[config.mk]
export PLATFORM = sky130hd
export DESIGN_NAME = adc_slave_serial_readout
export DESIGN_NICKNAME = d
export VERILOG_FILES = /design/src/rtl/adc_serial_pkg.sv /design/src/rtl/adc_slave_serial_readout.sv /design/src/rtl/pin_sync.sv /design/src/rtl/conv_timer.sv
export SDC_FILE = /design/constraint.sdc
export NUM_CORES = 1
export LEC_CHECK = 0
export BUFFER_PORTS_ARGS = -buffer_cell sky130_fd_sc_hd__buf_2
export CORE_MARGIN = 4
export CORE_UTILIZATION = 56
export CTS_BUF_LIST = sky130_fd_sc_hd__clkbuf_4 sky130_fd_sc_hd__clkbuf_8 sky130_fd_sc_hd__clkbuf_16
export CTS_CLUSTER_DIAMETER = 60
export DETAILED_ROUTE_END_ITERATION = 8
export HOLD_SLACK_MARGIN = 0.12
export PLACE_DENSITY = 0.87
export SYNTH_ARGS = -nofsm -noshare
export SYNTH_HDL_FRONTEND = slang
export SYNTH_SLANG_ARGS = --single-unit
[constraint.sdc]
create_clock -name clk_sys -period 1.9 [get_ports clk_sys]
set_input_delay 0 -clock clk_sys [delete_from_list [all_inputs] [get_ports clk_sys]]
set_output_delay 0 -clock clk_sys [all_outputs]
set_load 0.02 [all_outputs]
[src/rtl/adc_serial_pkg.sv]
// Shared constants and types for the slave serial readout port.
// Assumes a single 20 MHz system clock; all pin timing is sampled on it.
package adc_serial_pkg;

	localparam int RESULT_WIDTH = 16;
	localparam int MSB_POS = 15;
	localparam logic [15:0] RESULT_RESET = 16'h0000;
	localparam logic [3:0] LAST_BIT = 4'hf;

	// Pin synchroniser layout
	localparam int SYNC_WIDTH = 8;
	localparam logic [7:0] SYNC_RESET = 8'hff;
	localparam int PIN_CONV_START = 7;
	localparam int PIN_CHIP_SELECT = 6;
	localparam int PIN_READ_ENABLE = 5;
	localparam int PIN_SCLK = 4;
	localparam int PIN_CHAIN = 3;
	localparam int PIN_CLK_SOURCE = 2;
	localparam int PIN_SERIAL_PARALLEL_SELECT = 1;
	localparam int PIN_CODING = 0;

	// Timing
	localparam int CLK_SYS_KHZ = 20000;
	localparam int CONV_TIME_NS = 7000;
	localparam int CONV_CYCLES_RAW = (CONV_TIME_NS * CLK_SYS_KHZ) / 1000000;
	localparam int CONV_CYCLES = (CONV_CYCLES_RAW < 1) ? 1 : CONV_CYCLES_RAW;
	localparam int CONV_CNT_WIDTH = 8;
	localparam logic [7:0] CONV_LAST = 8'(CONV_CYCLES - 1);
	localparam logic [7:0] CONV_CNT_RESET = 8'h00;
	localparam int SCLK_MAX_KHZ = 40000;
	localparam int SCLK_RDC_MIN_KHZ = 18000;

	typedef enum logic [2:0] {
		FRAME_IDLE = 3'b001,
		FRAME_OWN = 3'b010,
		FRAME_CHAIN = 3'b100
	} frame_state_type;

	// Straight binary when select is high, two's complement otherwise
	function automatic logic [15:0] apply_coding(input logic [15:0] raw, input logic straight);
		apply_coding = straight ? raw : {~raw[MSB_POS], raw[MSB_POS-1:0]};
	endfunction

endpackage

[src/rtl/adc_slave_serial_readout.sv]
// Slave serial readout port of a 16-bit sampling converter.
// Assumes the host drives the serial clock; all pins are sampled on clk_sys.
// Operation
// - Clock source select high means the host supplies the serial clock.
// - Serial clock is gated by chip select; data driven only with read enable low.
// - Continuous or burst clock accepted, idling high or low.
// - After busy falls, the new result is presented when selected and read.
// - Result leaves MSB first over 16 clock pulses, stable across both edges.
// - Read-after-conversion clock may run up to the maximum rate; the port here follows only clocks below half the 20 MHz clk_sys.
// - Chain input cascades converters only in read-after-conversion mode.
// - Chain input sampled on the edge opposite the shift edge.
// - During conversion, previous result is read MSB first over 16 pulses.
// - Read during conversion still incomplete when busy falls pulses the read error output.
// - Output is high impedance while chip select or read enable is high.
// - Serial port works only while serial select is high.
// - Conversion start falling edge begins conversion; busy high until done.
// - Output coding select picks two's complement or straight binary.
`timescale 1ns/10ps
module adc_slave_serial_readout
	import adc_serial_pkg::*;
(
	input wire logic clk_sys,
	input wire logic resetn,
	input wire logic conversion_start_n,
	input wire logic chip_select_n,
	input wire logic read_enable_n,
	input wire logic serial_clock,
	input wire logic chain_data_in,
	input wire logic clock_source_select,
	input wire logic serial_parallel_select,
	input wire logic output_coding_select,
	input wire logic [15:0] sample_code,
	output logic serial_data_out,
	output logic serial_data_out_oe,
	output logic busy,
	output logic read_error
);

	logic [SYNC_WIDTH-1:0] pins_s;
	logic conv_start_n_s;
	logic cs_n_s;
	logic rd_n_s;
	logic sclk_s;
	logic chain_s;
	logic ext_s;
	logic ser_s;
	logic coding_s;
	logic conv_done;
	logic [15:0] result;
	logic [15:0] load_word;

	frame_state_type state_q;
	logic [3:0] bit_cnt_q;
	logic [15:0] shift_q;
	logic sclk_prev_q;
	logic armed_q;
	logic chain_q;
	logic during_conv_q;
	logic oe_q;
	logic err_q;

	logic port_on;
	logic cs_active;
	logic read_on;
	logic sclk_rise;
	logic sclk_fall;
	logic shift_now;

	pin_sync u_pin_sync (
		.clk_sys(clk_sys),
		.resetn(resetn),
		.pins_async({conversion_start_n, chip_select_n, read_enable_n, serial_clock,
			chain_data_in, clock_source_select, serial_parallel_select,
			output_coding_select}),
		.pins_sync(pins_s)
	);

	assign conv_start_n_s = pins_s[PIN_CONV_START];
	assign cs_n_s = pins_s[PIN_CHIP_SELECT];
	assign rd_n_s = pins_s[PIN_READ_ENABLE];
	assign sclk_s = pins_s[PIN_SCLK];
	assign chain_s = pins_s[PIN_CHAIN];
	assign ext_s = pins_s[PIN_CLK_SOURCE];
	assign ser_s = pins_s[PIN_SERIAL_PARALLEL_SELECT];
	assign coding_s = pins_s[PIN_CODING];

	conv_timer u_conv_timer (
		.clk_sys(clk_sys),
		.resetn(resetn),
		.start_n(conv_start_n_s),
		.sample_code(sample_code),
		.busy(busy),
		.conv_done(conv_done),
		.result(result)
	);

	// Internal-clock mode is not built, so the port stays quiet then
	assign port_on = ser_s & ext_s;
	assign cs_active = port_on & ~cs_n_s;
	assign read_on = cs_active & ~rd_n_s;
	assign load_word = apply_coding(result, coding_s);

	// Edges of the host clock, seen only while selected
	assign sclk_rise = cs_active & sclk_s & ~sclk_prev_q;
	assign sclk_fall = cs_active & ~sclk_s & sclk_prev_q;
	// A falling edge before any rising one is the idle-high lead-in
	assign shift_now = sclk_fall & armed_q;

	always_ff @(posedge clk_sys or negedge resetn) begin
		if (!resetn) begin
			sclk_prev_q <= 1'b0;
		end else begin
			sclk_prev_q <= sclk_s;
		end
	end

	always_ff @(posedge clk_sys or negedge resetn) begin
		if (!resetn) begin
			state_q <= FRAME_IDLE;
			bit_cnt_q <= 4'h0;
			during_conv_q <= 1'b0;
		end else begin
			case (state_q)
				FRAME_IDLE: begin
					if (read_on) begin
						state_q <= FRAME_OWN;
						bit_cnt_q <= 4'h0;
						during_conv_q <= busy;
					end
				end
				FRAME_OWN: begin
					if (!cs_active) begin
						state_q <= FRAME_IDLE;
					end else if (shift_now) begin
						bit_cnt_q <= bit_cnt_q + 4'h1;
						if (bit_cnt_q == LAST_BIT) begin
							state_q <= FRAME_CHAIN;
						end
					end
				end
				FRAME_CHAIN: begin
					if (!cs_active) begin
						state_q <= FRAME_IDLE;
					end
				end
				default: begin
					state_q <= FRAME_IDLE;
				end
			endcase
		end
	end

	always_ff @(posedge clk_sys or negedge resetn) begin
		if (!resetn) begin
			armed_q <= 1'b0;
		end else if (state_q == FRAME_IDLE) begin
			armed_q <= 1'b0;
		end else if (sclk_rise) begin
			armed_q <= 1'b1;
		end
	end

	// Chain bit taken on the rising edge, opposite the shifting fall
	always_ff @(posedge clk_sys or negedge resetn) begin
		if (!resetn) begin
			chain_q <= 1'b0;
		end else if (state_q == FRAME_IDLE) begin
			chain_q <= 1'b0;
		end else if (sclk_rise && !during_conv_q) begin
			chain_q <= chain_s;
		end
	end

	// Idle reloads the latest result so every read begins at its MSB
	always_ff @(posedge clk_sys or negedge resetn) begin
		if (!resetn) begin
			shift_q <= RESULT_RESET;
		end else if (state_q == FRAME_IDLE) begin
			shift_q <= load_word;
		end else if (shift_now) begin
			shift_q <= {shift_q[MSB_POS-1:0], chain_q};
		end
	end

	always_ff @(posedge clk_sys or negedge resetn) begin
		if (!resetn) begin
			oe_q <= 1'b0;
		end else begin
			oe_q <= read_on;
		end
	end

	// Conversion finished before all own bits of a during-conversion read
	always_ff @(posedge clk_sys or negedge resetn) begin
		if (!resetn) begin
			err_q <= 1'b0;
		end else begin
			err_q <= conv_done & during_conv_q & (state_q == FRAME_OWN);
		end
	end

	assign serial_data_out = shift_q[MSB_POS];
	assign serial_data_out_oe = oe_q;
	assign read_error = err_q;

	property p_hiz_when_idle;
		@(posedge clk_sys) disable iff (!resetn)
		(cs_n_s || rd_n_s) |=> !serial_data_out_oe;
	endproperty
	a_hiz_when_idle: assert property (p_hiz_when_idle) else $error("output driven while deselected");

	property p_parallel_quiet;
		@(posedge clk_sys) disable iff (!resetn)
		(!ser_s || !ext_s) |=> (!serial_data_out_oe && state_q == FRAME_IDLE);
	endproperty
	a_parallel_quiet: assert property (p_parallel_quiet) else $error("port active outside mode");

	property p_msb_loaded;
		@(posedge clk_sys) disable iff (!resetn)
		(state_q == FRAME_IDLE && read_on) |=> shift_q == $past(load_word);
	endproperty
	a_msb_loaded: assert property (p_msb_loaded) else $error("read did not start at result");

	property p_shift_step;
		@(posedge clk_sys) disable iff (!resetn)
		(state_q != FRAME_IDLE && shift_now)
			|=> shift_q == {$past(shift_q[MSB_POS-1:0]), $past(chain_q)};
	endproperty
	a_shift_step: assert property (p_shift_step) else $error("shift step wrong");

	property p_hold_between_edges;
		@(posedge clk_sys) disable iff (!resetn)
		(state_q != FRAME_IDLE && !shift_now && cs_active) |=> $stable(serial_data_out);
	endproperty
	a_hold_between_edges: assert property (p_hold_between_edges) else $error("data moved off edge");

	property p_sixteen_bits;
		@(posedge clk_sys) disable iff (!resetn)
		(state_q == FRAME_OWN && shift_now && cs_active && bit_cnt_q == LAST_BIT)
			|=> state_q == FRAME_CHAIN;
	endproperty
	a_sixteen_bits: assert property (p_sixteen_bits) else $error("frame not 16 bits");

	property p_no_chain_in_conv;
		@(posedge clk_sys) disable iff (!resetn)
		(state_q != FRAME_IDLE && during_conv_q) |-> !chain_q;
	endproperty
	a_no_chain_in_conv: assert property (p_no_chain_in_conv) else $error("chain used in conv read");

	property p_error_cause;
		@(posedge clk_sys) disable iff (!resetn)
		(conv_done && during_conv_q && state_q == FRAME_OWN) |=> read_error ##1 !read_error;
	endproperty
	a_error_cause: assert property (p_error_cause) else $error("read error not pulsed");

	property p_error_only_on_done;
		@(posedge clk_sys) disable iff (!resetn)
		read_error |-> $past(conv_done);
	endproperty
	a_error_only_on_done: assert property (p_error_only_on_done) else $error("spurious read error");

	c_chain_reached: cover property (@(posedge clk_sys) disable iff (!resetn)
		state_q == FRAME_CHAIN && shift_now);
	c_read_during_conv: cover property (@(posedge clk_sys) disable iff (!resetn)
		state_q == FRAME_OWN && during_conv_q && shift_now);
	c_read_error: cover property (@(posedge clk_sys) disable iff (!resetn) read_error);

	property p_oe_follows_read;
		@(posedge clk_sys) disable iff (!resetn)
		read_on |=> serial_data_out_oe;
	endproperty
	a_oe_follows_read: assert property (p_oe_follows_read) else $error("read not driven");

	property p_chain_capture;
		@(posedge clk_sys) disable iff (!resetn)
		(state_q != FRAME_IDLE && sclk_rise && !during_conv_q) |=> chain_q == $past(chain_s);
	endproperty
	a_chain_capture: assert property (p_chain_capture) else $error("chain not taken");

	property p_during_flag;
		@(posedge clk_sys) disable iff (!resetn)
		(state_q == FRAME_IDLE && read_on) |=> during_conv_q == $past(busy);
	endproperty
	a_during_flag: assert property (p_during_flag) else $error("read kind lost");

	property p_error_one_cycle;
		@(posedge clk_sys) disable iff (!resetn)
		read_error |=> !read_error;
	endproperty
	a_error_one_cycle: assert property (p_error_one_cycle) else $error("error too long");

	c_lead_in_ignored: cover property (@(posedge clk_sys) disable iff (!resetn)
		state_q == FRAME_OWN && sclk_fall && !armed_q);

endmodule

[src/rtl/pin_sync.sv]
// Two-flop synchroniser for the asynchronous control and clock pins.
// Assumes pins are quasi-static or slower than half the system clock.
`timescale 1ns/10ps
module pin_sync
	import adc_serial_pkg::*;
(
	input wire logic clk_sys,
	input wire logic resetn,
	input wire logic [SYNC_WIDTH-1:0] pins_async,
	output logic [SYNC_WIDTH-1:0] pins_sync
);

	logic [SYNC_WIDTH-1:0] stage1_q;
	logic [SYNC_WIDTH-1:0] stage2_q;

	always_ff @(posedge clk_sys or negedge resetn) begin
		if (!resetn) begin
			stage1_q <= SYNC_RESET;
			stage2_q <= SYNC_RESET;
		end else begin
			stage1_q <= pins_async;
			stage2_q <= stage1_q;
		end
	end

	assign pins_sync = stage2_q;

endmodule

[src/rtl/conv_timer.sv]
// Conversion sequencer: busy window and result capture.
// Assumes the converter core presents a stable code at the end of busy.
`timescale 1ns/10ps
module conv_timer
	import adc_serial_pkg::*;
(
	input wire logic clk_sys,
	input wire logic resetn,
	input wire logic start_n,
	input wire logic [15:0] sample_code,
	output logic busy,
	output logic conv_done,
	output logic [15:0] result
);

	logic start_prev_q;
	logic busy_q;
	logic done_q;
	logic [CONV_CNT_WIDTH-1:0] cnt_q;
	logic [15:0] result_q;
	logic start_fall;

	assign start_fall = start_prev_q & ~start_n;

	always_ff @(posedge clk_sys or negedge resetn) begin
		if (!resetn) begin
			start_prev_q <= 1'b1;
		end else begin
			start_prev_q <= start_n;
		end
	end

	// Running conversion cannot be restarted
	always_ff @(posedge clk_sys or negedge resetn) begin
		if (!resetn) begin
			busy_q <= 1'b0;
			cnt_q <= CONV_CNT_RESET;
			done_q <= 1'b0;
		end else begin
			done_q <= 1'b0;
			if (!busy_q) begin
				if (start_fall) begin
					busy_q <= 1'b1;
					cnt_q <= CONV_CNT_RESET;
				end
			end else if (cnt_q == CONV_LAST) begin
				busy_q <= 1'b0;
				done_q <= 1'b1;
			end else begin
				cnt_q <= cnt_q + 8'h01;
			end
		end
	end

	always_ff @(posedge clk_sys or negedge resetn) begin
		if (!resetn) begin
			result_q <= RESULT_RESET;
		end else if (busy_q && cnt_q == CONV_LAST) begin
			result_q <= sample_code;
		end
	end

	assign busy = busy_q;
	assign conv_done = done_q;
	assign result = result_q;

	property p_start_busy;
		@(posedge clk_sys) disable iff (!resetn)
		(start_fall && !busy_q) |=> busy_q;
	endproperty
	a_start_busy: assert property (p_start_busy) else $error("busy did not rise on start");

	property p_done_ends_busy;
		@(posedge clk_sys) disable iff (!resetn)
		$fell(busy_q) |-> done_q ##1 !done_q;
	endproperty
	a_done_ends_busy: assert property (p_done_ends_busy) else $error("done not tied to busy fall");

endmodule

==> flow_summary_export.csv, run 1 <==
group,metric,value,unit
status,status,"complete, no violations",
die,io_pins,30,
global_routing,gr-total-overflow,0,
cells_and_area,nets,316,
cts,cts_sinks,72,
die,initial_core_util,58.1,%
cells_and_area,fillers,308,
global_routing,grt_max_degree,73,
logic_synthesis,synth_top_area_share,45.5,%
logic_synthesis,ys.flop_type,"dfrtp_1",
critical_path,crit_path_max_fanout,16,
worst_hold_path,hp-class,"in -> async",
logic_synthesis,synthTopCellsByArea,"dfrtp_1 46%, dfstp_2 16%, mux2i_1 6.4%, mux2_4 4.6%, nand2_1 3.7%",
logic_synthesis,yosysMostFrequentCell,"dfrtp_1",
logic_synthesis,ys_ff_latch,72,
drt,drtPass1Iterations,4,
critical_path,required,2.09,ns
drt,drt_wl_total,5.80,mm
logic_synthesis,async_flop_share,100,%
logic_synthesis,synth-edff-count,0,
logic_synthesis,avgSynthCellArea,13.1,um2
critical_path,path_class,"reg -> reg",
logic_synthesis,synth_area,2970,um2
drt,drc_errors,0,
cts,post_cts_buffers,0,
critical_path,critical_path.endpoint_type,"register",
power,power_density,895,nW/um2
critical_path,worstSetupStartpointType,"register",
logic_synthesis,synth_top_cell_by_area,"dfrtp_1",
cts,clk_pin_slew,0.08,ns
drt,ant_nets,0,
critical_path,reg2reg_depth,5,
global_routing,grt_pass1_vias,2088,
power,leakage,0.00166,uW
cells_and_area,drive_gt1_share,31.4,%
drt,vias,1935,
global_routing,antenna_found_initial,0,
sta,fin_skew,0.0160,ns
sta,max_slew.worst_pin.slew,0.421,ns
cts,h-tree-depth,3,
die,core,5110,um2
cells_and_area,diodes,0,
cts,clock-root-buffer,"clkbuf_8",
sta,drv_slew,0,
cts,numCtsBuffers,9,
logic_synthesis,synth_fp_nets,254,
cells_and_area,area.growth.synth_to_final,23.7,%
placement,io_buffers,29,
sta,finalSetupViolations,0,
cts,clkLatencyLatePin,0.35,ns
die,die_w,80.8,um
drt,drt_iter0_markers,110,
sta,rsz0062_at_grt,"false",
sta,tns,0,ns
critical_path,r2r_start,"u_pin_sync.pins_sync[2]",
logic_synthesis,synth.distinct_cells,44,
global_routing,grt_pass1_wl,9.90,mm
cts,clk_path_buf_depth,2,
sta,finalHoldViolations,0,
die,dieArea,6530,um2
global_routing,track_usage,20.6,%
critical_path,reg2reg_to,"shift_q[14]",
placement,hpwl,3.46,mm
critical_path,r2r_slack,0.13,ns
die,row_count,26,
placement,place_congestion,0.769,
logic_synthesis,ys_seq_area_share,61.4,%
sta,min_period,1.77,ns
sta,fmax,564,MHz
sta,finalCritPeriodShare,93.3,%
cts,cts_tree,"done",
job,cap_violations,0,
placement,place_ws,0.145,ns
drt,avgRoutedWirePerCell,16.0,um
drt,via_per_inst,5.33,
logic_synthesis,yosys-top-cells-count,"54 x dfrtp_1, 29 x nand2_1, 19 x mux2i_1, 19 x o21ai_0, 18 x dfstp_2",
logic_synthesis,yosys_warnings,0,
sta,relSlewSlack,71.5,%
die,fp.dieH,80.8,um
critical_path,worstPathArrival,1.97,ns
power,ir_worst_vdd,657,uV
sta,worst_slack,0.128,ns
logic_synthesis,synthCells,226,
-- power breakdown --
part / internal [uW] / leakage, uW / switching, uW / total [uW]
combinational: 158 / 0.000634 / 162 / 320
sequential: 1640 / 0.000922 / 109 / 1750
clock: 664 / 0.000101 / 552 / 1220
total: 2470 / 0.00166 / 823 / 3290
-- kinds of logic (layout without fill, tap and decap cells) --
kind of cell	count (synthesis)	in the layout	share of synthesized area (%)
DFF	72	72	61.4
and+or+nand+nor	66	66	12.7
muxes	36	36	14.0
buffers and inverters	13	80	2.74
AOI/OAI and AO/OA	30	30	6.24
adders and majority gates	2	2	0.843
xor gates and xnor gates	7	7	2.06
-- cell type report --
class | count | area [um2] | share of cell area, %
sequential | 72 | 1820 | 49.7
clock buffer | 13 | 154 | 4.19
inverter | 5 | 18.8 | 0.511
clock inverter | 3 | 42.5 | 1.16
multi-input combinational | 141 | 1080 | 29.3
tap | 70 | 87.6 | 2.38
timing repair buffer | 59 | 470 | 12.8
-- worst max path at each step --
stage	from	to	slack [ns]
finish	u_pin_sync.pins_sync[2]	shift_q[14]	0.13
global route	u_conv_timer.cnt_q[0]	u_conv_timer.result[1]	0.002
CTS	u_conv_timer.cnt_q[0]	u_conv_timer.result[0]	0.15
detailed placement	u_conv_timer.cnt_q[0]	u_conv_timer.result[0]	0.14
global placement	u_conv_timer.cnt_q[0]	u_conv_timer.result[6]	0.20
floorplan	u_conv_timer.cnt_q[0]	u_conv_timer.result[10]	0.24
-- routing by layer --
| layer | up-vias | share of wire, % | track usage [%] |
|---|---|---|---|
| li1 | 912 | - | - |
| met4 | 0 | 3.0 | 12.0 |
| met2 | 38 | 52 | 33.7 |
| met3 | 20 | 3.0 | 5.76 |
| met1 | 965 | 42 | 24.5 |
| met5 | - | 0 | 0 |
-- sequential cells by signal, indices dropped and copies added (netlist names) --
name and flops:
armed_q 1, bit_cnt_q 4, chain_q 1, during_conv_q 1, read_error 1, sclk_prev_q 1
serial_data_out_oe 1, shift_q 16, state_q 3, u_conv_timer.busy 1, u_conv_timer.cnt_q 8, u_conv_timer.conv_done 1
u_conv_timer.result 16, u_conv_timer.start_prev_q 1, u_pin_sync.pins_sync 8, u_pin_sync.stage1_q 8
-- worst max-delay path: stages, from the launching register on --
cell and delay (ns):
dfstp_2 0.55, nand3b_4 0.13, nor3_4 0.36, buf_12 0.22
mux2i_1 0.21, o21ai_0 0.15
-- stage by stage --
step	utilization (%)	std cells	hold slack, ns	total power, uW	cell area [um2]
floorplan	-	226	-0.296	1930	2970
global placement	63.2	322	0.0471	2030	3230
detailed placement	63.2	322	0.0482	2050	3230
CTS	71.9	363	0.214	3290	3670
global route	71.9	363	0.243	3440	3670
finish	71.9	363	0.192	3290	3670
-- placed cells by master (no fill, tap or decap), drive strengths merged, types with 2 or more instances in the layout --
cell type    count
or3b             2
nand2           29
nor2b            2
buf             34
nor2            10
nor4b            2
clkbuf          13
o21ai           19
and3             3
mux2i           19
dfstp           18
nand4            5
a31oi            2
dlygate4sd3     25
ha               2
nand3            2
xor2             5
nor3b            4
and3b            2
mux2            17
inv              5
xnor2            2
dfrtp           54
-- repair_timing --
action	CTS	global route
endpoints found under the hold margin	96	0
hold buffers	25	0
gates resized for setup	0	0
No activity file was read; power rests on OpenSTA's default activity.
==> run 2, diff against run 1 <==
--- a/config.mk
+++ b/config.mk
@@ -5,6 +5,7 @@
 export SDC_FILE = /design/constraint.sdc
 export NUM_CORES = 1
 export LEC_CHECK = 0
+export ABC_AREA = 1
 export BUFFER_PORTS_ARGS = -buffer_cell sky130_fd_sc_hd__buf_2
 export CORE_MARGIN = 4
 export CORE_UTILIZATION = 56
==> run 2 against run 1 <==
Flip-flop and latch count stayed put. Synthesized area grew 6.2%. First-iteration DRC count increased by 28%. Worst setup slack improved by 0.12 ns. Fmax up 7.5%. Critical endpoint is now shift_q[9]. Critical path depth up 2. Largest cell class unchanged. Global-route usage is 0.96 points lower. Clock power barely moved. Count of clock-buffer cells in the layout fell by 2. Clock skew down 0.0029 ns. Largest power group unchanged.
==> flow_summary_export.csv, run 2 <==
group,metric,value,unit
sta,max_slew.worst_pin.slew,0.449,ns
die,die_w,83.0,um
placement,hpwl,3.78,mm
drt,ant_nets,0,
logic_synthesis,ys.flop_type,"dfrtp_1",
logic_synthesis,avgSynthCellArea,8.96,um2
cells_and_area,area.growth.synth_to_final,19.7,%
status,status,"complete, no violations",
drt,avgRoutedWirePerCell,13.0,um
die,fp.dieH,83.0,um
critical_path,critical_path.endpoint_type,"register",
cells_and_area,stdcell_area,3770,um2
logic_synthesis,ys_seq_area_share,57.9,%
logic_synthesis,ys_ff_latch,72,
sta,min_period,1.65,ns
power,leakage,0.00192,uW
cts,post_cts_buffers,0,
global_routing,grt_max_degree,73,
cells_and_area,regArea,1820,um2
placement,io_buffers,29,
cts,ctsHoldBuffers,25,
cells_and_area,layout_commonest_cell,"nand2_1",
cells_and_area,fillers,399,
sta,finalHoldViolations,0,
critical_path,path_delay_family,"flip-flops",
sta,finalSetupViolations,0,
die,row_count,27,
job,cap_violations,0,
cells_and_area,diodes,0,
cells_and_area,final_cell_mix,"126 x nand2_1, 54 x dfrtp_1, 35 x inv_1",
drt,via_per_inst,5.02,
die,io_pins,30,
cts,cts-resized-gates,0,
logic_synthesis,yosys_warnings,0,
logic_synthesis,synth_area,3150,um2
cts,h-tree-depth,3,
critical_path,crit_path_cell_trace,"nand3_2 -> inv_1 -> buf_4 -> nand2_1 -> o21ai_0 -> nand2_1 -> o21ai_0",
global_routing,track_usage,19.7,%
critical_path,worstSetupStartpointType,"register",
logic_synthesis,yosysMostFrequentCell,"nand2_1",
die,initial_core_util,57.6,%
logic_synthesis,synth_top_cell_by_area,"dfrtp_1",
sta,fin_skew,0.0130,ns
worst_hold_path,hp-class,"in -> async",
logic_synthesis,synthCells,352,
sta,fmax,606,MHz
critical_path,worstPathArrival,1.89,ns
logic_synthesis,synthTopCellsByArea,"dfrtp_1 43%, dfstp_2 15%, nand2_1 15%, o21ai_0 4.9%, inv_1 4.2%",
logic_synthesis,synth.distinct_cells,31,
cts,clkLatencyLatePin,0.34,ns
die,core,5470,um2
cts,clk_path_buf_depth,2,
cts,clock-root-buffer,"clkbuf_8",
power,combPwrFrac,26.6,%
power,swShare,34.1,%
power,p_switching,1530,uW
cells_and_area,nets,437,
global_routing,grt_pass1_vias,2420,
critical_path,worst_path_largest_cell_delay,0.54,ns
logic_synthesis,yosys-top-cells-count,"126 x nand2_1, 54 x dfrtp_1, 35 x inv_1",
power,power_density,1190,nW/um2
power,internal_power,2950,uW
cells_and_area,drive_gt1_share,21.5,%
power,ir_worst_vdd,793,uV
logic_synthesis,synth_fp_nets,380,
cts,cts_tree,"done",
global_routing,antenna_found_initial,0,
placement,place_congestion,0.865,
global_routing,grt_pass1_wl,11.0,mm
global_routing,gr-total-overflow,0,
cells_and_area,multi_input_area,1070,um2
critical_path,required,2.14,ns
critical_path,cpMaxStageDelayCell,"dfstp_2",
drt,vias,2438,
die,dieArea,6890,um2
sta,relSlewSlack,70.0,%
placement,post_dp_cell_area,3320,um2
power,power_frac_seq,45.8,%
sta,finalCritPeriodShare,86.8,%
drt,drc_errors,0,
critical_path,crit_path_max_fanout,30,
cells_and_area,fin_util,69.0,%
logic_synthesis,synth_top_area_share,42.9,%
logic_synthesis,synth-edff-count,0,
cts,cts_sinks,72,
sta,rsz0062_at_grt,"false",
cts,clk_pin_slew,0.08,ns
sta,drv_slew,0,
drt,drt_wl_total,6.30,mm
drt,drtPass1Iterations,4,
critical_path,path_class,"reg -> reg",
sta,tns,0,ns
critical_path,cp_num_buf_inv,2,
cts,numCtsBuffers,9,
drt,drt_iter0_markers,141,
power,clock_power_share,27.5,%
logic_synthesis,async_flop_share,100,%
## run 2: cell types whose count changed after synthesis, moves of 4 or more
cell	change
nor2_1	+8
mux2_2	-8
o21ai_0	+12
inv_1	+30
nand2_2	+6
nand3_1	+15
nand2_1	+97
inv_2	+4
mux2_4	-9
o21ai_1	+5
mux2i_1	-19
## run 2: worst register-to-register path, cell delays in order, from the launching register on
cell     delay, ns
dfstp_2       0.54
nand3_2       0.22
inv_1         0.11
buf_4         0.29
nand2_1       0.11
o21ai_0       0.10
nand2_1       0.06
o21ai_0       0.12
## run 2: power groups by stage
stage / Sequential, uW / Clock [uW] / Combinational, uW
CTS: 2050 / 1240 / 1180
global route: 2090 / 1320 / 1400
finish: 2050 / 1230 / 1190
detailed placement: 2070 / 0 / 1140
global placement: 2050 / 0 / 1060
floorplan: 2040 / 0 / 939
## run 2: path summary, 6_finish.rpt
path / from / endpoint / slack [ns] / cells past startpoint
worst max register to register: state_q[0] / shift_q[9] / 0.25 / 7
worst min-delay path: resetn / u_conv_timer.result[11] / 0.19 / 3
worst min register to register: u_pin_sync.stage1_q[1] / u_pin_sync.pins_sync[1] / 0.36 / 0
worst max-delay path: state_q[0] / shift_q[9] / 0.25 / 7
max in group asynchronous: resetn / u_pin_sync.pins_sync[4] / 1.35 / 3
min in group clk_sys: clock_source_select / u_pin_sync.stage1_q[2] / 0.31 / 2
## run 2: area by class of cell
| type | instances | share of cell area (%) |
|---|---|---|
| clock buffers | 11 | 3.85 |
| clock inverters | 5 | 1.49 |
| inverters | 40 | 4.05 |
| multi-input cells | 229 | 28.5 |
| flip-flops and latches | 72 | 48.3 |
| well taps | 72 | 2.39 |
| repair buffers | 57 | 11.4 |
## run 2: through the flow
stage	hold WS (ns)	power, uW	cells	setup slack, ns
floorplan	-0.296	2980	352	0.573
global placement	0.0475	3110	445	0.330
detailed placement	0.0524	3210	445	0.265
CTS	0.218	4470	486	0.253
global route	0.246	4810	486	0.0640
finish	0.192	4480	486	0.251
## run 2: routing by layer
metal | routed length, um | track usage, % | up-vias
met5 | 0 | 0 | -
met4 | 86 | 6.98 | 0
met3 | 277 | 4.37 | 10
met2 | 3290 | 34.7 | 65
met1 | 2650 | 23.6 | 1152
li1 | - | - | 1211
## run 2: cell families (layout without fill, tap and decap cells)
logic type      after synthesis  in the layout  share of synthesized area, %
compound gates               42             42                          7.30
fa+ha+maj                     2              2                         0.794
buf+inv                      51            113                          8.06
flops                        72             72                          57.9
xor+xnor                      3              3                         0.833
simple gates                182            182                          25.2
==> run 3, diff against run 2 <==
--- a/config.mk
+++ b/config.mk
@@ -13,7 +13,7 @@
 export CTS_CLUSTER_DIAMETER = 60
 export DETAILED_ROUTE_END_ITERATION = 8
 export HOLD_SLACK_MARGIN = 0.12
-export PLACE_DENSITY = 0.87
+export PLACE_DENSITY_LB_ADDON = 0.08
 export SYNTH_ARGS = -nofsm -noshare
 export SYNTH_HDL_FRONTEND = slang
 export SYNTH_SLANG_ARGS = --single-unit
==> constraint.sdc (replaced) <==
create_clock -name clk_sys -period 1.6 [get_ports clk_sys]
set_input_delay 0 -clock clk_sys [delete_from_list [all_inputs] [get_ports clk_sys]]
set_output_delay 0 -clock clk_sys [all_outputs]
set_load 0.02 [all_outputs]
==> run 3 against run 2 <==
Die area unchanged. Via count decreased by 2.8%. Total power increased by 28%. Critical endpoint is now u_conv_timer.result[14]. Count of clock-buffer cells in the layout unchanged. Largest cell class unchanged.
==> flow_summary_export.csv, run 3 (same netlist as run 2, synthesis figures left out) <==
group,metric,value,unit
status,status,"complete, no violations",
placement,io_buffers,29,
global_routing,use_met1,25.4,%
global_routing,grt_max_degree,73,
global_routing,busiest_layer,"met2",
drt,drc_errors,0,
critical_path,worstSetupStartpointType,"register",
global_routing,use_met2,29.8,%
power,ir_worst_vdd,817,uV
die,core,5470,um2
die,die_w,83.0,um
sta,max_slew.worst_pin.slew,0.434,ns
cells_and_area,layout_commonest_cell,"nand2_1",
drt,vias,2370,
placement,dpl.cell_count,449,
die,dieArea,6890,um2
cells_and_area,drive_gt1_share,22.5,%
power,power_density,1480,nW/um2
sta,fmax,688,MHz
global_routing,track_usage,19.2,%
critical_path,path_class,"reg -> reg",
power,leakage,0.00197,uW
cells_and_area,final_cell_mix,"126 x nand2_1, 54 x dfrtp_1, 35 x inv_1",
sta,worst_slack,0.147,ns
critical_path,r2r_slack,0.15,ns
critical_path,reg2reg_depth,7,
cts,clock-root-buffer,"clkbuf_8",
cts,post_cts_buffers,0,
die,initial_core_util,57.6,%
global_routing,antenna_found_initial,0,
sta,finalHoldViolations,0,
placement,hpwl,3.73,mm
sta,drv_slew,0,
critical_path,crit_path_start,"u_conv_timer.cnt_q[1]",
critical_path,worstPathArrival,1.69,ns
placement,place_congestion,0.800,
critical_path,required,1.84,ns
cts,clk_path_buf_depth,2,
drt,avgRoutedWirePerCell,12.3,um
global_routing,gr-total-overflow,0,
cts,clk_pin_slew,0.08,ns
drt,ant_nets,0,
cts,cts_sinks,72,
sta,finalCritPeriodShare,90.8,%
cts,clkLatencyLatePin,0.34,ns
critical_path,critical_path.endpoint_type,"register",
critical_path,reg2reg_to,"u_conv_timer.result[14]",
die,fp.dieH,83.0,um
drt,via_per_inst,4.84,
critical_path,crit_path_max_fanout,11,
die,io_pins,30,
sta,fin_skew,0.00548,ns
global_routing,met3_usage,3.77,%
cells_and_area,diodes,0,
critical_path,r2r_start,"u_conv_timer.cnt_q[1]",
cts,numCtsBuffers,9,
placement,place_ws,0.132,ns
cells_and_area,nets,441,
drt,drt_iter0_markers,99,
critical_path,setup.worst_path.end,"u_conv_timer.result[14]",
cells_and_area,layout.cells.non_filler,490,
sta,finalSetupViolations,0,
global_routing,grt_pass1_vias,2366,
worst_hold_path,hp-class,"in -> async",
cells_and_area,area.growth.synth_to_final,23.3,%
drt,drt_wl_total,6.02,mm
cts,cts_tree,"done",
job,cap_violations,0,
global_routing,grt_pass1_wl,10.7,mm
sta,relSlewSlack,70.8,%
cts,h-tree-depth,3,
sta,min_period,1.45,ns
die,row_count,27,
drt,drtPass1Iterations,4,
## run 3: worst min path at each step
| stage | from | to | slack (ns) | depth (start not counted) |
|---|---|---|---|---|
| after floorplan | resetn | armed_q | -0.30 | 0 |
| after global placement | resetn | bit_cnt_q[2] | 0.06 | 2 |
| after detailed placement | resetn | bit_cnt_q[1] | 0.05 | 2 |
| after CTS | resetn | bit_cnt_q[0] | 0.22 | 3 |
| after global routing | resetn | bit_cnt_q[2] | 0.23 | 3 |
| final | resetn | bit_cnt_q[0] | 0.21 | 3 |
## run 3: critical path, stage by stage, from the launching register on
cell     delay, ns
dfrtp_1       0.39
ha_2          0.25
nand2_2       0.07
nor3_2        0.12
nand2_2       0.16
buf_4         0.22
nand2_1       0.06
nand2_1       0.06
## run 3: cell type report
cell class	count	area, um2
multi-input cells	229	1080
well taps	72	90.1
inverters	40	155
fillers	439	1590
repair buffers	61	485
clock buffers	11	151
clock inverters	5	103
flip-flops and latches	72	1820
## run 3: timing repair
item / 4_1_cts / 5_1_grt
resized for setup: 0 / 3
hold buffers: 25 / 0
endpoints found under the setup margin: 0 / 16
hold endpoints to repair: 96 / 0
## run 3: power by group
part,total [uW],leakage (uW),switching [uW],internal (uW)
Combinational,1510,0.00106,909,604
Clock,1800,0.000126,678,1120
Sequential,2430,0.000786,223,2210
## run 3: metrics by stage
| step | setup TNS (ns) | utilization (%) | instance area [um2] | total power [uW] | hold WS (ns) |
|---|---|---|---|---|---|
| after floorplan | 0 | - | 3150 | 3530 | -0.296 |
| after global placement | 0 | 61.7 | 3380 | 3850 | 0.0559 |
| after detailed placement | 0 | 61.7 | 3380 | 3910 | 0.0543 |
| after CTS | 0 | 70.9 | 3880 | 5770 | 0.218 |
| after global routing | -0.00606 | 71.0 | 3890 | 6180 | 0.231 |
| final | 0 | 71.0 | 3890 | 5740 | 0.210 |
## run 3: layer usage
layer | vias up | routed length, um
met5 | - | 0
met4 | 0 | 156
met3 | 15 | 238
met2 | 41 | 2800
met1 | 1094 | 2830
li1 | 1220 | -
